$ cat src/inc/scf_regs.svh
// register offsets, field positions and reset values of the clock and frame timing block
// assumes a control port that presents decoded 16-bit register addresses with 16-bit data
// How it works
// - all internal clock ticks derive from the single reference clock input.
// - pll values written anytime, but only taken into use while in standby.
// - line and frame timing logic advances on the timing pixel clock tick.
// - in standby and start, logic ticks directly on every reference clock edge.
// - clock equals reference times multiplier over prediv times two times sys times pix.
// - spread spectrum off after reset; period, depth programmable; center or down spread.
// - frame rate equals timing pixel clock over line length times frame length.
// - excess line length adds blank pixels; excess frame length adds padding lines.
// - default readout order: first line green red, second blue green.
// - vertical flip makes the first line blue green.
// - horizontal mirror makes the first line red green.
// - no automatic exposure; host writes integration times and gains.
`ifndef SCF_REGS_SVH
`define SCF_REGS_SVH
// ----------------------------------------
// offsets
// ----------------------------------------
`define SCF_A_MODE      16'h0100
`define SCF_A_ORIENT    16'h0101
`define SCF_A_INT_LONG  16'h0202
`define SCF_A_AGAIN     16'h0204
`define SCF_A_DGAIN     16'h020e
`define SCF_A_VT_PIX    16'h0300
`define SCF_A_VT_SYS    16'h0302
`define SCF_A_PREDIV    16'h0304
`define SCF_A_MULT      16'h0306
`define SCF_A_OP_PIX    16'h0308
`define SCF_A_OP_SYS    16'h030a
`define SCF_A_REF_MHZ   16'h0310
`define SCF_A_LINE_LEN  16'h0342
`define SCF_A_X_SIZE    16'h034c
`define SCF_A_Y_SIZE    16'h034e
`define SCF_A_FRAME_LEN 16'h212d
`define SCF_A_SSC_CTRL  16'h3000
`define SCF_A_SSC_PER   16'h3002
`define SCF_A_SSC_DEPTH 16'h3004
`define SCF_A_STATUS    16'h3010
// ----------------------------------------
// fields
// ----------------------------------------
`define SCF_B_STREAM    0
`define SCF_B_MIRROR    0
`define SCF_B_FLIP      1
`define SCF_B_SSC_EN    0
`define SCF_B_SSC_DOWN  1
// ----------------------------------------
// reset values
// ----------------------------------------
`define SCF_R_REF_MHZ   8'h0c
`define SCF_R_PREDIV    8'h02
`define SCF_R_MULT      16'h0084
`define SCF_R_VT_SYS    8'h01
`define SCF_R_VT_PIX    8'h06
`define SCF_R_OP_SYS    8'h01
`define SCF_R_OP_PIX    8'h08
`define SCF_R_LINE_LEN  16'h059e
`define SCF_R_FRAME_LEN 16'h03ff
`define SCF_R_X_SIZE    16'h0518
`define SCF_R_Y_SIZE    16'h03d4
`define SCF_R_SSC_PER   16'h0100
`define SCF_R_SSC_DEPTH 8'h04
`endif

$ cat src/inc/scf_pkg.sv
// types shared by the clock and frame timing block
// assumes nothing beyond the constants header
package scf_pkg;
  typedef struct packed {
    logic [7:0]  prediv;
    logic [15:0] mult;
    logic [7:0]  vt_sys;
    logic [7:0]  vt_pix;
    logic [7:0]  op_sys;
    logic [7:0]  op_pix;
  } scf_pll_type;

  typedef struct packed {
    logic        en;
    logic        down;
    logic [15:0] period;
    logic [7:0]  depth;
  } scf_ssc_type;

  typedef enum logic [1:0] {SCF_GREEN_R, SCF_RED, SCF_BLUE, SCF_GREEN_B} scf_color_type;

  typedef enum {SCF_STANDBY, SCF_START, SCF_STREAM, SCF_STOP} scf_mode_type;

  typedef struct packed {
    logic          vt_tick;
    logic          op_tick;
    logic          line_blank;
    logic          frame_pad;
    logic          frame_start;
    scf_color_type color;
  } scf_timing_type;

  typedef struct packed {
    logic [15:0] int_long;
    logic [7:0]  analog_gain;
    logic [15:0] digital_gain;
  } scf_expo_type;
endpackage

$ cat src/core/scf_clock_timing.sv
// clock generation, pll bypass, spread spectrum and line/frame timing of the sensor
// assumes i_clk is the reference clock and the control block hands over decoded register accesses
`timescale 1ns/1ps
`include "scf_regs.svh"
module scf_clock_timing
  import scf_pkg::*;
(
  // clock and reset
  input  wire logic            i_clk,
  input  wire logic            i_rst_n,
  // register port
  input  wire logic            i_reg_wr,
  input  wire logic [15:0]     i_reg_addr,
  input  wire logic [15:0]     i_reg_wdata,
  output logic      [15:0]     o_reg_rdata,
  // timing and exposure outputs
  output scf_timing_type       o_timing,
  output scf_expo_type         o_expo,
  output logic                 o_streaming
);
  // ----------------------------------------
  // registers
  // ----------------------------------------
  scf_pll_type   pll_q, pll_d, pll_act_q, pll_act_d;
  scf_ssc_type   ssc_q, ssc_d, ssc_act_q, ssc_act_d;
  scf_expo_type  expo_q, expo_d;
  logic [7:0]    ref_q, ref_d;
  logic [15:0]   line_q, line_d, frame_q, frame_d, xsz_q, xsz_d, ysz_q, ysz_d;
  logic          stream_req_q, stream_req_d, mirror_q, mirror_d, flip_q, flip_d;
  logic [15:0]   rdata_d;
  scf_mode_type  mode_q, mode_d;
  logic          sel_pll;

  always_comb begin
    pll_d        = pll_q;
    ssc_d        = ssc_q;
    expo_d       = expo_q;
    ref_d        = ref_q;
    line_d       = line_q;
    frame_d      = frame_q;
    xsz_d        = xsz_q;
    ysz_d        = ysz_q;
    stream_req_d = stream_req_q;
    mirror_d     = mirror_q;
    flip_d       = flip_q;
    if (i_reg_wr) begin
      unique case (i_reg_addr)
        `SCF_A_MODE:      stream_req_d = i_reg_wdata[`SCF_B_STREAM];
        `SCF_A_ORIENT: begin
          mirror_d = i_reg_wdata[`SCF_B_MIRROR];
          flip_d   = i_reg_wdata[`SCF_B_FLIP];
        end
        `SCF_A_INT_LONG:  expo_d.int_long = i_reg_wdata;
        `SCF_A_AGAIN:     expo_d.analog_gain = i_reg_wdata[7:0];
        `SCF_A_DGAIN:     expo_d.digital_gain = i_reg_wdata;
        `SCF_A_VT_PIX:    pll_d.vt_pix = i_reg_wdata[7:0];
        `SCF_A_VT_SYS:    pll_d.vt_sys = i_reg_wdata[7:0];
        `SCF_A_PREDIV:    pll_d.prediv = i_reg_wdata[7:0];
        `SCF_A_MULT:      pll_d.mult = i_reg_wdata;
        `SCF_A_OP_PIX:    pll_d.op_pix = i_reg_wdata[7:0];
        `SCF_A_OP_SYS:    pll_d.op_sys = i_reg_wdata[7:0];
        `SCF_A_REF_MHZ:   ref_d = i_reg_wdata[7:0];
        `SCF_A_LINE_LEN:  line_d = i_reg_wdata;
        `SCF_A_X_SIZE:    xsz_d = i_reg_wdata;
        `SCF_A_Y_SIZE:    ysz_d = i_reg_wdata;
        `SCF_A_FRAME_LEN: frame_d = i_reg_wdata;
        `SCF_A_SSC_CTRL: begin
          ssc_d.en   = i_reg_wdata[`SCF_B_SSC_EN];
          ssc_d.down = i_reg_wdata[`SCF_B_SSC_DOWN];
        end
        `SCF_A_SSC_PER:   ssc_d.period = i_reg_wdata;
        `SCF_A_SSC_DEPTH: ssc_d.depth = i_reg_wdata[7:0];
        default: ;
      endcase
    end
    // written values wait in shadows; the running pll only sees them in standby
    pll_act_d = (mode_q == SCF_STANDBY) ? pll_q : pll_act_q;
    ssc_act_d = (mode_q == SCF_STANDBY) ? ssc_q : ssc_act_q;
    unique case (i_reg_addr)
      `SCF_A_MODE:      rdata_d = {15'h0000, stream_req_q};
      `SCF_A_ORIENT:    rdata_d = {14'h0000, flip_q, mirror_q};
      `SCF_A_INT_LONG:  rdata_d = expo_q.int_long;
      `SCF_A_AGAIN:     rdata_d = {8'h00, expo_q.analog_gain};
      `SCF_A_DGAIN:     rdata_d = expo_q.digital_gain;
      `SCF_A_VT_PIX:    rdata_d = {8'h00, pll_q.vt_pix};
      `SCF_A_VT_SYS:    rdata_d = {8'h00, pll_q.vt_sys};
      `SCF_A_PREDIV:    rdata_d = {8'h00, pll_q.prediv};
      `SCF_A_MULT:      rdata_d = pll_q.mult;
      `SCF_A_OP_PIX:    rdata_d = {8'h00, pll_q.op_pix};
      `SCF_A_OP_SYS:    rdata_d = {8'h00, pll_q.op_sys};
      `SCF_A_REF_MHZ:   rdata_d = {8'h00, ref_q};
      `SCF_A_LINE_LEN:  rdata_d = line_q;
      `SCF_A_X_SIZE:    rdata_d = xsz_q;
      `SCF_A_Y_SIZE:    rdata_d = ysz_q;
      `SCF_A_FRAME_LEN: rdata_d = frame_q;
      `SCF_A_SSC_CTRL:  rdata_d = {14'h0000, ssc_q.down, ssc_q.en};
      `SCF_A_SSC_PER:   rdata_d = ssc_q.period;
      `SCF_A_SSC_DEPTH: rdata_d = {8'h00, ssc_q.depth};
      `SCF_A_STATUS:    rdata_d = {14'h0000, sel_pll, o_streaming};
      default:          rdata_d = 16'h0000;
    endcase
  end

  always_ff @(posedge i_clk or negedge i_rst_n) begin
    if (!i_rst_n) begin
      pll_q        <= {`SCF_R_PREDIV, `SCF_R_MULT, `SCF_R_VT_SYS, `SCF_R_VT_PIX, `SCF_R_OP_SYS, `SCF_R_OP_PIX};
      pll_act_q    <= {`SCF_R_PREDIV, `SCF_R_MULT, `SCF_R_VT_SYS, `SCF_R_VT_PIX, `SCF_R_OP_SYS, `SCF_R_OP_PIX};
      ssc_q        <= {1'b0, 1'b0, `SCF_R_SSC_PER, `SCF_R_SSC_DEPTH};
      ssc_act_q    <= {1'b0, 1'b0, `SCF_R_SSC_PER, `SCF_R_SSC_DEPTH};
      expo_q       <= '0;
      ref_q        <= `SCF_R_REF_MHZ;
      line_q       <= `SCF_R_LINE_LEN;
      frame_q      <= `SCF_R_FRAME_LEN;
      xsz_q        <= `SCF_R_X_SIZE;
      ysz_q        <= `SCF_R_Y_SIZE;
      stream_req_q <= 1'b0;
      mirror_q     <= 1'b0;
      flip_q       <= 1'b0;
      o_reg_rdata  <= 16'h0000;
    end else begin
      pll_q        <= pll_d;
      pll_act_q    <= pll_act_d;
      ssc_q        <= ssc_d;
      ssc_act_q    <= ssc_act_d;
      expo_q       <= expo_d;
      ref_q        <= ref_d;
      line_q       <= line_d;
      frame_q      <= frame_d;
      xsz_q        <= xsz_d;
      ysz_q        <= ysz_d;
      stream_req_q <= stream_req_d;
      mirror_q     <= mirror_d;
      flip_q       <= flip_d;
      o_reg_rdata  <= rdata_d;
    end
  end
  assign o_expo = expo_q;

  // ----------------------------------------
  // spread spectrum modulation of the multiplier
  // ----------------------------------------
  logic [15:0]       ssc_cnt_q, ssc_cnt_d;
  logic signed [9:0] ofs_q, ofs_d;
  logic              up_q, up_d;
  logic signed [9:0] ofs_hi, ofs_lo;
  logic [16:0]       mult_eff;

  always_comb begin
    ofs_hi    = ssc_act_q.down ? 10'sh000 : $signed({2'b00, ssc_act_q.depth});
    ofs_lo    = -$signed({2'b00, ssc_act_q.depth});
    ssc_cnt_d = ssc_cnt_q + 16'h0001;
    ofs_d     = ofs_q;
    up_d      = up_q;
    if (!ssc_act_q.en || !sel_pll) begin
      ssc_cnt_d = 16'h0000;
      ofs_d     = 10'sh000;
      up_d      = 1'b1;
    end else if (ssc_cnt_q >= ssc_act_q.period) begin
      ssc_cnt_d = 16'h0000;
      if (up_q && ofs_q >= ofs_hi) begin
        up_d  = 1'b0;
        ofs_d = ofs_q - 10'sh001;
      end else if (!up_q && ofs_q <= ofs_lo) begin
        up_d  = 1'b1;
        ofs_d = ofs_q + 10'sh001;
      end else begin
        ofs_d = up_q ? ofs_q + 10'sh001 : ofs_q - 10'sh001;
      end
    end
    mult_eff = 17'(pll_act_q.mult) + {{7{ofs_q[9]}}, ofs_q};
  end

  always_ff @(posedge i_clk or negedge i_rst_n) begin
    if (!i_rst_n) begin
      ssc_cnt_q <= 16'h0000;
      ofs_q     <= 10'sh000;
      up_q      <= 1'b1;
    end else begin
      ssc_cnt_q <= ssc_cnt_d;
      ofs_q     <= ofs_d;
      up_q      <= up_d;
    end
  end

  // ----------------------------------------
  // divider chains: [0] timing, [1] output
  // ----------------------------------------
  // rates above the reference saturate at one tick per reference edge
  logic [1:0] pll_tick;
  logic [1:0] raw_tick;
  genvar gi;
  for (gi = 0; gi < 2; gi++) begin : g_chain
    logic [25:0] acc_q, acc_d, sum;
    logic [24:0] den;
    always_comb begin
      den = (gi == 0) ? 25'({pll_act_q.prediv, 1'b0}) * 25'(pll_act_q.vt_sys) * 25'(pll_act_q.vt_pix)
                      : 25'({pll_act_q.prediv, 1'b0}) * 25'(pll_act_q.op_sys) * 25'(pll_act_q.op_pix);
      sum = acc_q + 26'(mult_eff);
      pll_tick[gi] = (sum >= 26'(den));
      acc_d = !pll_tick[gi] ? sum : (26'(mult_eff) >= 26'(den)) ? 26'h0000000 : sum - 26'(den);
    end
    always_ff @(posedge i_clk or negedge i_rst_n) begin
      if (!i_rst_n) begin
        acc_q <= 26'h0000000;
      end else begin
        acc_q <= acc_d;
      end
    end
    assign raw_tick[gi] = sel_pll ? pll_tick[gi] : 1'b1;
  end

  // ----------------------------------------
  // bypass / streaming control
  // ----------------------------------------
  always_comb begin
    mode_d = mode_q;
    unique case (mode_q)
      SCF_STANDBY: if (stream_req_q) mode_d = SCF_START;
      SCF_START:   if (pll_tick[0]) mode_d = SCF_STREAM;
      SCF_STREAM:  if (!stream_req_q) mode_d = SCF_STOP;
      SCF_STOP:    if (pll_tick[0]) mode_d = SCF_STANDBY;
    endcase
  end
  always_ff @(posedge i_clk or negedge i_rst_n) begin
    if (!i_rst_n) begin
      mode_q <= SCF_STANDBY;
    end else begin
      mode_q <= mode_d;
    end
  end
  assign sel_pll     = (mode_q == SCF_STREAM) || (mode_q == SCF_STOP);
  assign o_streaming = (mode_q == SCF_STREAM);

  // ----------------------------------------
  // line and frame timing
  // ----------------------------------------
  function automatic scf_color_type bayer(input logic hpar, input logic vpar);
    bayer = scf_color_type'({vpar, hpar});
  endfunction
  logic [15:0]    hcnt_q, hcnt_d, vcnt_q, vcnt_d;
  scf_timing_type tim_d;
  logic           line_end;
  always_comb begin
    line_end = (hcnt_q == line_q - 16'h0001);
    hcnt_d   = hcnt_q;
    vcnt_d   = vcnt_q;
    if (!o_streaming) begin
      hcnt_d = 16'h0000;
      vcnt_d = 16'h0000;
    end else if (raw_tick[0]) begin
      hcnt_d = line_end ? 16'h0000 : hcnt_q + 16'h0001;
      if (line_end) begin
        vcnt_d = (vcnt_q == frame_q - 16'h0001) ? 16'h0000 : vcnt_q + 16'h0001;
      end
    end
    tim_d.vt_tick     = raw_tick[0];
    tim_d.op_tick     = raw_tick[1];
    tim_d.line_blank  = o_streaming && (hcnt_q >= xsz_q);
    tim_d.frame_pad   = o_streaming && (vcnt_q >= ysz_q);
    tim_d.frame_start = o_streaming && raw_tick[0] && (hcnt_q == 16'h0000) && (vcnt_q == 16'h0000);
    tim_d.color       = bayer(hcnt_q[0] ^ mirror_q, vcnt_q[0] ^ flip_q);
  end

  always_ff @(posedge i_clk or negedge i_rst_n) begin
    if (!i_rst_n) begin
      hcnt_q   <= 16'h0000;
      vcnt_q   <= 16'h0000;
      o_timing <= '0;
    end else begin
      hcnt_q   <= hcnt_d;
      vcnt_q   <= vcnt_d;
      o_timing <= tim_d;
    end
  end

  // ----------------------------------------
  // checks
  // ----------------------------------------
  AST_PLL_LOAD_STANDBY: assert property (@(posedge i_clk) disable iff (!i_rst_n)
    (pll_act_q != $past(pll_act_q)) |-> $past(mode_q) == SCF_STANDBY) else $error("pll changed outside standby");
  AST_BYPASS_EVERY_EDGE: assert property (@(posedge i_clk) disable iff (!i_rst_n)
    (mode_q == SCF_STANDBY) |=> o_timing.vt_tick && o_timing.op_tick) else $error("bypass missed a tick");
  AST_SSC_IDLE_FLAT: assert property (@(posedge i_clk) disable iff (!i_rst_n)
    !ssc_act_q.en |=> ofs_q == 10'sh000) else $error("modulation while spread spectrum off");
  AST_SWITCH_ON_TICK: assert property (@(posedge i_clk) disable iff (!i_rst_n)
    (sel_pll != $past(sel_pll)) |-> $past(pll_tick[0])) else $error("clock source switched off a tick");
  AST_LINE_WRAP: assert property (@(posedge i_clk) disable iff (!i_rst_n)
    (o_streaming && raw_tick[0] && line_end && stream_req_q) |=> hcnt_q == 16'h0000) else $error("line did not wrap");
  AST_LINE_STEP: assert property (@(posedge i_clk) disable iff (!i_rst_n)
    (o_streaming && stream_req_q && !line_end) |=> hcnt_q == $past(hcnt_q) + {15'h0000, $past(raw_tick[0])})
    else $error("pixel count off");
  AST_BLANK_TAIL: assert property (@(posedge i_clk) disable iff (!i_rst_n)
    (o_streaming && hcnt_q >= xsz_q) |=> o_timing.line_blank) else $error("blank pixel not flagged");
  AST_FIRST_PIXEL: assert property (@(posedge i_clk) disable iff (!i_rst_n)
    (hcnt_q == 16'h0000 && vcnt_q == 16'h0000 && !mirror_q) |=>
      o_timing.color == ($past(flip_q) ? SCF_BLUE : SCF_GREEN_R)) else $error("wrong first bayer colour");
  AST_MIRROR_FIRST: assert property (@(posedge i_clk) disable iff (!i_rst_n)
    (hcnt_q == 16'h0000 && vcnt_q == 16'h0000 && mirror_q && !flip_q) |=> o_timing.color == SCF_RED)
    else $error("mirror first colour wrong");
endmodule

$ cat config.mk
export PLATFORM = sky130hd
export DESIGN_NAME = scf_clock_timing
export DESIGN_NICKNAME = d
export VERILOG_FILES = /design/src/inc/scf_pkg.sv /design/src/core/scf_clock_timing.sv
export VERILOG_INCLUDE_DIRS = /design/src /design/src/inc
export SDC_FILE = /design/constraint.sdc
export NUM_CORES = 2
export LEC_CHECK = 0
export ABC_AREA = 1
export BUFFER_PORTS_ARGS = -buffer_cell sky130_fd_sc_hd__buf_2
export CORE_MARGIN = 4
export CORE_UTILIZATION = 61
export CTS_CLUSTER_DIAMETER = 200
export DETAILED_ROUTE_END_ITERATION = 6
export PLACE_DENSITY_LB_ADDON = 0.05
export SLEW_MARGIN = 40
export SYNTH_ARGS = -nofsm -noshare
export SYNTH_HDL_FRONTEND = slang
export SYNTH_SLANG_ARGS = --single-unit
$ cat constraint.sdc
create_clock -name i_clk -period 13.3 [get_ports i_clk]
set_input_delay 0.665 -clock i_clk [delete_from_list [all_inputs] [get_ports i_clk]]
set_output_delay 0.665 -clock i_clk [all_outputs]
set_load 0.01 [all_outputs]
==> run summary <==
GLOBAL ROUTING
---------------------------------------------------------------------------
Vias in the first global route ...............................        33300
Total grt overflow ...........................................            0
Wire length of the first global-routing pass .................       179 mm
Global routing met1 resource utilization .....................        0.417
Total GRT Usage ..............................................        0.327
Antenna violations before repair .............................            1
Peak-usage layer in the global routing report ................         met2
Global routing usage on met3 .................................       0.0348
Largest net degree at the start of global routing ............          106
Met2 global-route usage ......................................        0.565

STA
---------------------------------------------------------------------------
Worst-case headroom to the max-slew limit ....................        0.377
Worst clock skew .............................................    0.0396 ns
Number of failing setup endpoints in the final timing report .            0
Upper clock frequency limit ..................................     91.7 MHz
Hold Vio Cnt, Final ..........................................            0
Unrepaired setup endpoints after global routing ..............        false
Final critical-path setup slack ..............................      2.39 ns
Worst Max-Slew Pin Slew ......................................     0.911 ns
Fraction of the cycle the final worst path needs .............        0.820
Max-slew violation total from the final report ...............            0
Min cycle time layout ........................................     10.91 ns
Fin Setup TNS ................................................         0 ns

WORST HOLD PATH
---------------------------------------------------------------------------
Path class of the lowest-slack min-delay path ................    in -> reg

PLACE
---------------------------------------------------------------------------
DPL Wire Length ..............................................      87.3 mm
PortBufs .....................................................           98
Count of placed standard cells including taps ................         5944
Worst Setup Slack post-DPL ...................................      2.44 ns
Final GP Congestion ..........................................        0.946

POWER
---------------------------------------------------------------------------
Leakage ......................................................      22.4 nW
Power density of the placed cells ............................  71.0 nW/um2
Clk pwr share ................................................        0.457
Proportion of total power due to net switching ...............        0.281
Net Switching ................................................       838 uW
VDD IR-drop max ..............................................   0.000107 V
Internal power contribution ..................................      2.15 mW
Part of the power in combinational logic .....................        0.109
Power share of the sequential group ..........................        0.434

FLOORPLANNING
---------------------------------------------------------------------------
Row Count ....................................................           92
Starting density of the core .................................        0.620
DIE WIDTH ....................................................       262 um
Area enclosed by the die boundary ............................    68600 um2
Number of ports placed on the die boundary ...................           99
Die outline height ...........................................       262 um
Placeable core region ........................................    63400 um2

YOSYS
---------------------------------------------------------------------------
Most frequently used flop master after synthesis .............      dfrtp_1
Number of synthesized flops with an enable pin ...............            0
Seq/Total Area, Yosys ........................................        0.266
Number of instances in the synthesized netlist ...............         5140
Cell area after technology mapping ...........................    39300 um2
Syn_area_per_cell ............................................     7.65 um2
Cells taking the most area after synthesis ................... dfrtp_1 23%, fa_1 12%, nand2_1 12%
Post-synth top area share ....................................        0.232
Number of library cell types mapped by synthesis .............           72
Top cell type by total area after synthesis ..................      dfrtp_1
Async SR Flop Fraction .......................................         1.00
Synthesized flop and latch total .............................          415
Nets in the synthesized netlist ..............................         5788
Yosys warning total ..........................................            0

OUTCOME
---------------------------------------------------------------------------
Run status ................................................... complete, no violations

ROUTE
---------------------------------------------------------------------------
Via density per instance .....................................         5.63
Initial DRT Pass Iterations ..................................            6
DR iter-0 viols ..............................................         2651
Remaining antenna violation count ............................            0
DR WL/cell ...................................................      18.5 um
Final WL .....................................................       111 mm
Vias .........................................................        34000
# DRC ........................................................            0

WORST SETUP PATH
---------------------------------------------------------------------------
Sum of buffers and inverters on the critical path ............            9
Critical path class ..........................................   reg -> reg
Critical Path Sink Type ......................................         flop
Required time of the critical path ...........................     13.77 ns
CP arrival ...................................................     11.39 ns
Delay-heaviest family, CP ....................................  adder cells
Category of the worst setup path launch point ................         flop
CP max FO ....................................................           27
Slowest cell on crit path ....................................      dfrtp_1
Peak per-stage delay on the critical path ....................      0.63 ns

FINISH
---------------------------------------------------------------------------
Area grow syn2layout .........................................        6.89%
Number of antenna cells inserted .............................            0
Filler cell count in the final layout ........................         5648
Fraction of layout cells with a size suffix above 1 ..........       0.0733
Net count of the finished layout .............................         5795
Count of non-filler cells in the finished layout .............         6031

CLOCKING
---------------------------------------------------------------------------
Number of levels the H-tree was split into ...................            2
Total number of clock tree sinks .............................          415
Clock root buffer ............................................    clkbuf_16
Cts repair resizes ...........................................            0
Clock tree from TritonCTS ....................................         done
Number of buffers added by the clock tree synthesis step .....           46
Number of buffers inserted to repair setup after CTS .........            0
Largest buffer count on any clock path .......................            3
Later-pin clock latency in the skew report ...................      0.62 ns
CTS clk-pin slew, worst paths ................................      0.06 ns

JOB
---------------------------------------------------------------------------
Max cap viols ................................................            0

worst min-delay path, stage by stage:
cell and delay, ns:
buf_2 0.10, nand2_1 0.05, o21ai_0 0.06
metrics by stage:
stage	util	cell area [um2]	power, mW	hold slack (ns)
4_1_cts	0.663	42000	3.01	0.289
5_1_grt	0.663	42100	3.09	0.334
3_3_place_gp	0.636	40400	1.64	0.465
6_report	0.663	42100	2.99	0.315
2_1_floorplan	-	39300	1.52	0.369
3_5_place_dp	0.637	40400	1.65	0.469
state kept, by name, indices dropped and copies added (netlist names):
signal / count
pll_act_q: 56
pll_q: 56
g_chain.acc_q: 52
o_expo: 40
ssc_act_q: 26
ssc_q: 26
frame_q: 16
hcnt_q: 16
line_q: 16
o_reg_rdata: 16
ssc_cnt_q: 16
vcnt_q: 16
xsz_q: 16
ysz_q: 16
ofs_q: 10
ref_q: 8
o_timing: 7
mode_q: 2
flip_q: 1
mirror_q: 1
stream_req_q: 1
up_q: 1
power groups by stage:
stage          registers, mW  clock network [mW]  logic [mW]
6_report                1.30                1.37       0.327
5_1_grt                 1.30                1.43       0.359
4_1_cts                 1.30                1.38       0.329
3_5_place_dp            1.32                   0       0.327
3_3_place_gp            1.32                   0       0.319
2_1_floorplan           1.31                   0       0.202
path summary, 6_finish.rpt:
path                            depth (start not counted)                             to                       from  slack [ns]
worst max-delay path                                   46  g_chain[1].acc_q[0]$_DFF_PN0_  pll_act_q[53]$_DFFE_PN0P_        2.39
worst min-delay path                                    3           mirror_q$_DFFE_PN0P_             i_reg_wdata[0]        0.31
worst max register to register                         46  g_chain[1].acc_q[0]$_DFF_PN0_  pll_act_q[53]$_DFFE_PN0P_        2.39
worst min register to register                          2      pll_act_q[42]$_DFFE_PN0P_  pll_act_q[42]$_DFFE_PN0P_        0.48
max in group asynchronous                               5      pll_act_q[37]$_DFFE_PN0P_                    i_rst_n       10.83
min in group asynchronous                               2         hcnt_q[12]$_DFFE_PN0P_                    i_rst_n        0.58
synth_stat cells (all sizes together), types with 33 or more instances:
| cell type | number |
|---|---|
| nand3 | 166 |
| o21ai | 385 |
| dfrtp | 365 |
| fa | 245 |
| xnor2 | 78 |
| a21oi | 241 |
| dfstp | 50 |
| nand4 | 58 |
| nand2 | 1319 |
| ha | 368 |
| nor2 | 338 |
| xor2 | 175 |
| nor3 | 77 |
| nor4 | 33 |
| inv | 856 |
| clkbuf | 133 |
layer usage:
layer | wire (um) | part of all wire
met1 | 45200 | 0.41
met2 | 54400 | 0.49
met3 | 5740 | 0.051
met4 | 6040 | 0.054
met5 | 11 | 0.000099
cell type report:
cell class / instances / area [um2] / area share
sequential: 415 / 10400 / 0.248
timing repair buffer: 117 / 693 / 0.0165
inverter: 872 / 3280 / 0.0780
multi-input combinational: 3695 / 25000 / 0.594
clock inverter: 21 / 338 / 0.00803
clock buffer: 65 / 1270 / 0.0303
tap: 846 / 1060 / 0.0252
kinds of logic after synthesis:
family,after synthesis,synth area share
AO/OA/AOI/OAI,790,0.116
XOR/XNOR,253,0.0565
AND/OR/NAND/NOR,2039,0.219
buffers and inverters,1030,0.101
flip-flops,415,0.266
adder cells (fa/ha/maj),613,0.242
cells in the final DEF, fill, tap and decap left out, types with 14 or more instances in the layout:
cell type,count
o211ai_1,16
a22o_1,15
o21ai_2,14
nand3_1,158
clkinv_1,16
nor4_1,29
buf_2,97
a221oi_1,18
nand3b_1,17
clkbuf_16,46
o21ai_0,349
nand2_1,1278
nand4_1,57
dfstp_2,50
dfrtp_1,365
clkbuf_1,14
ha_1,366
a21oi_1,233
nand2_2,36
nor2_1,327
nor3_1,71
o21ai_1,22
fa_1,245
inv_1,843
xnor2_1,77
o21bai_1,17
xor2_1,174
or2_2,19
timing repair:
item,4_1_cts,5_1_grt
hold buffers,1,0
endpoints found under the setup margin,0,0
hold endpoints to repair,39,0
No activity file was read; power rests on OpenSTA's default activity.
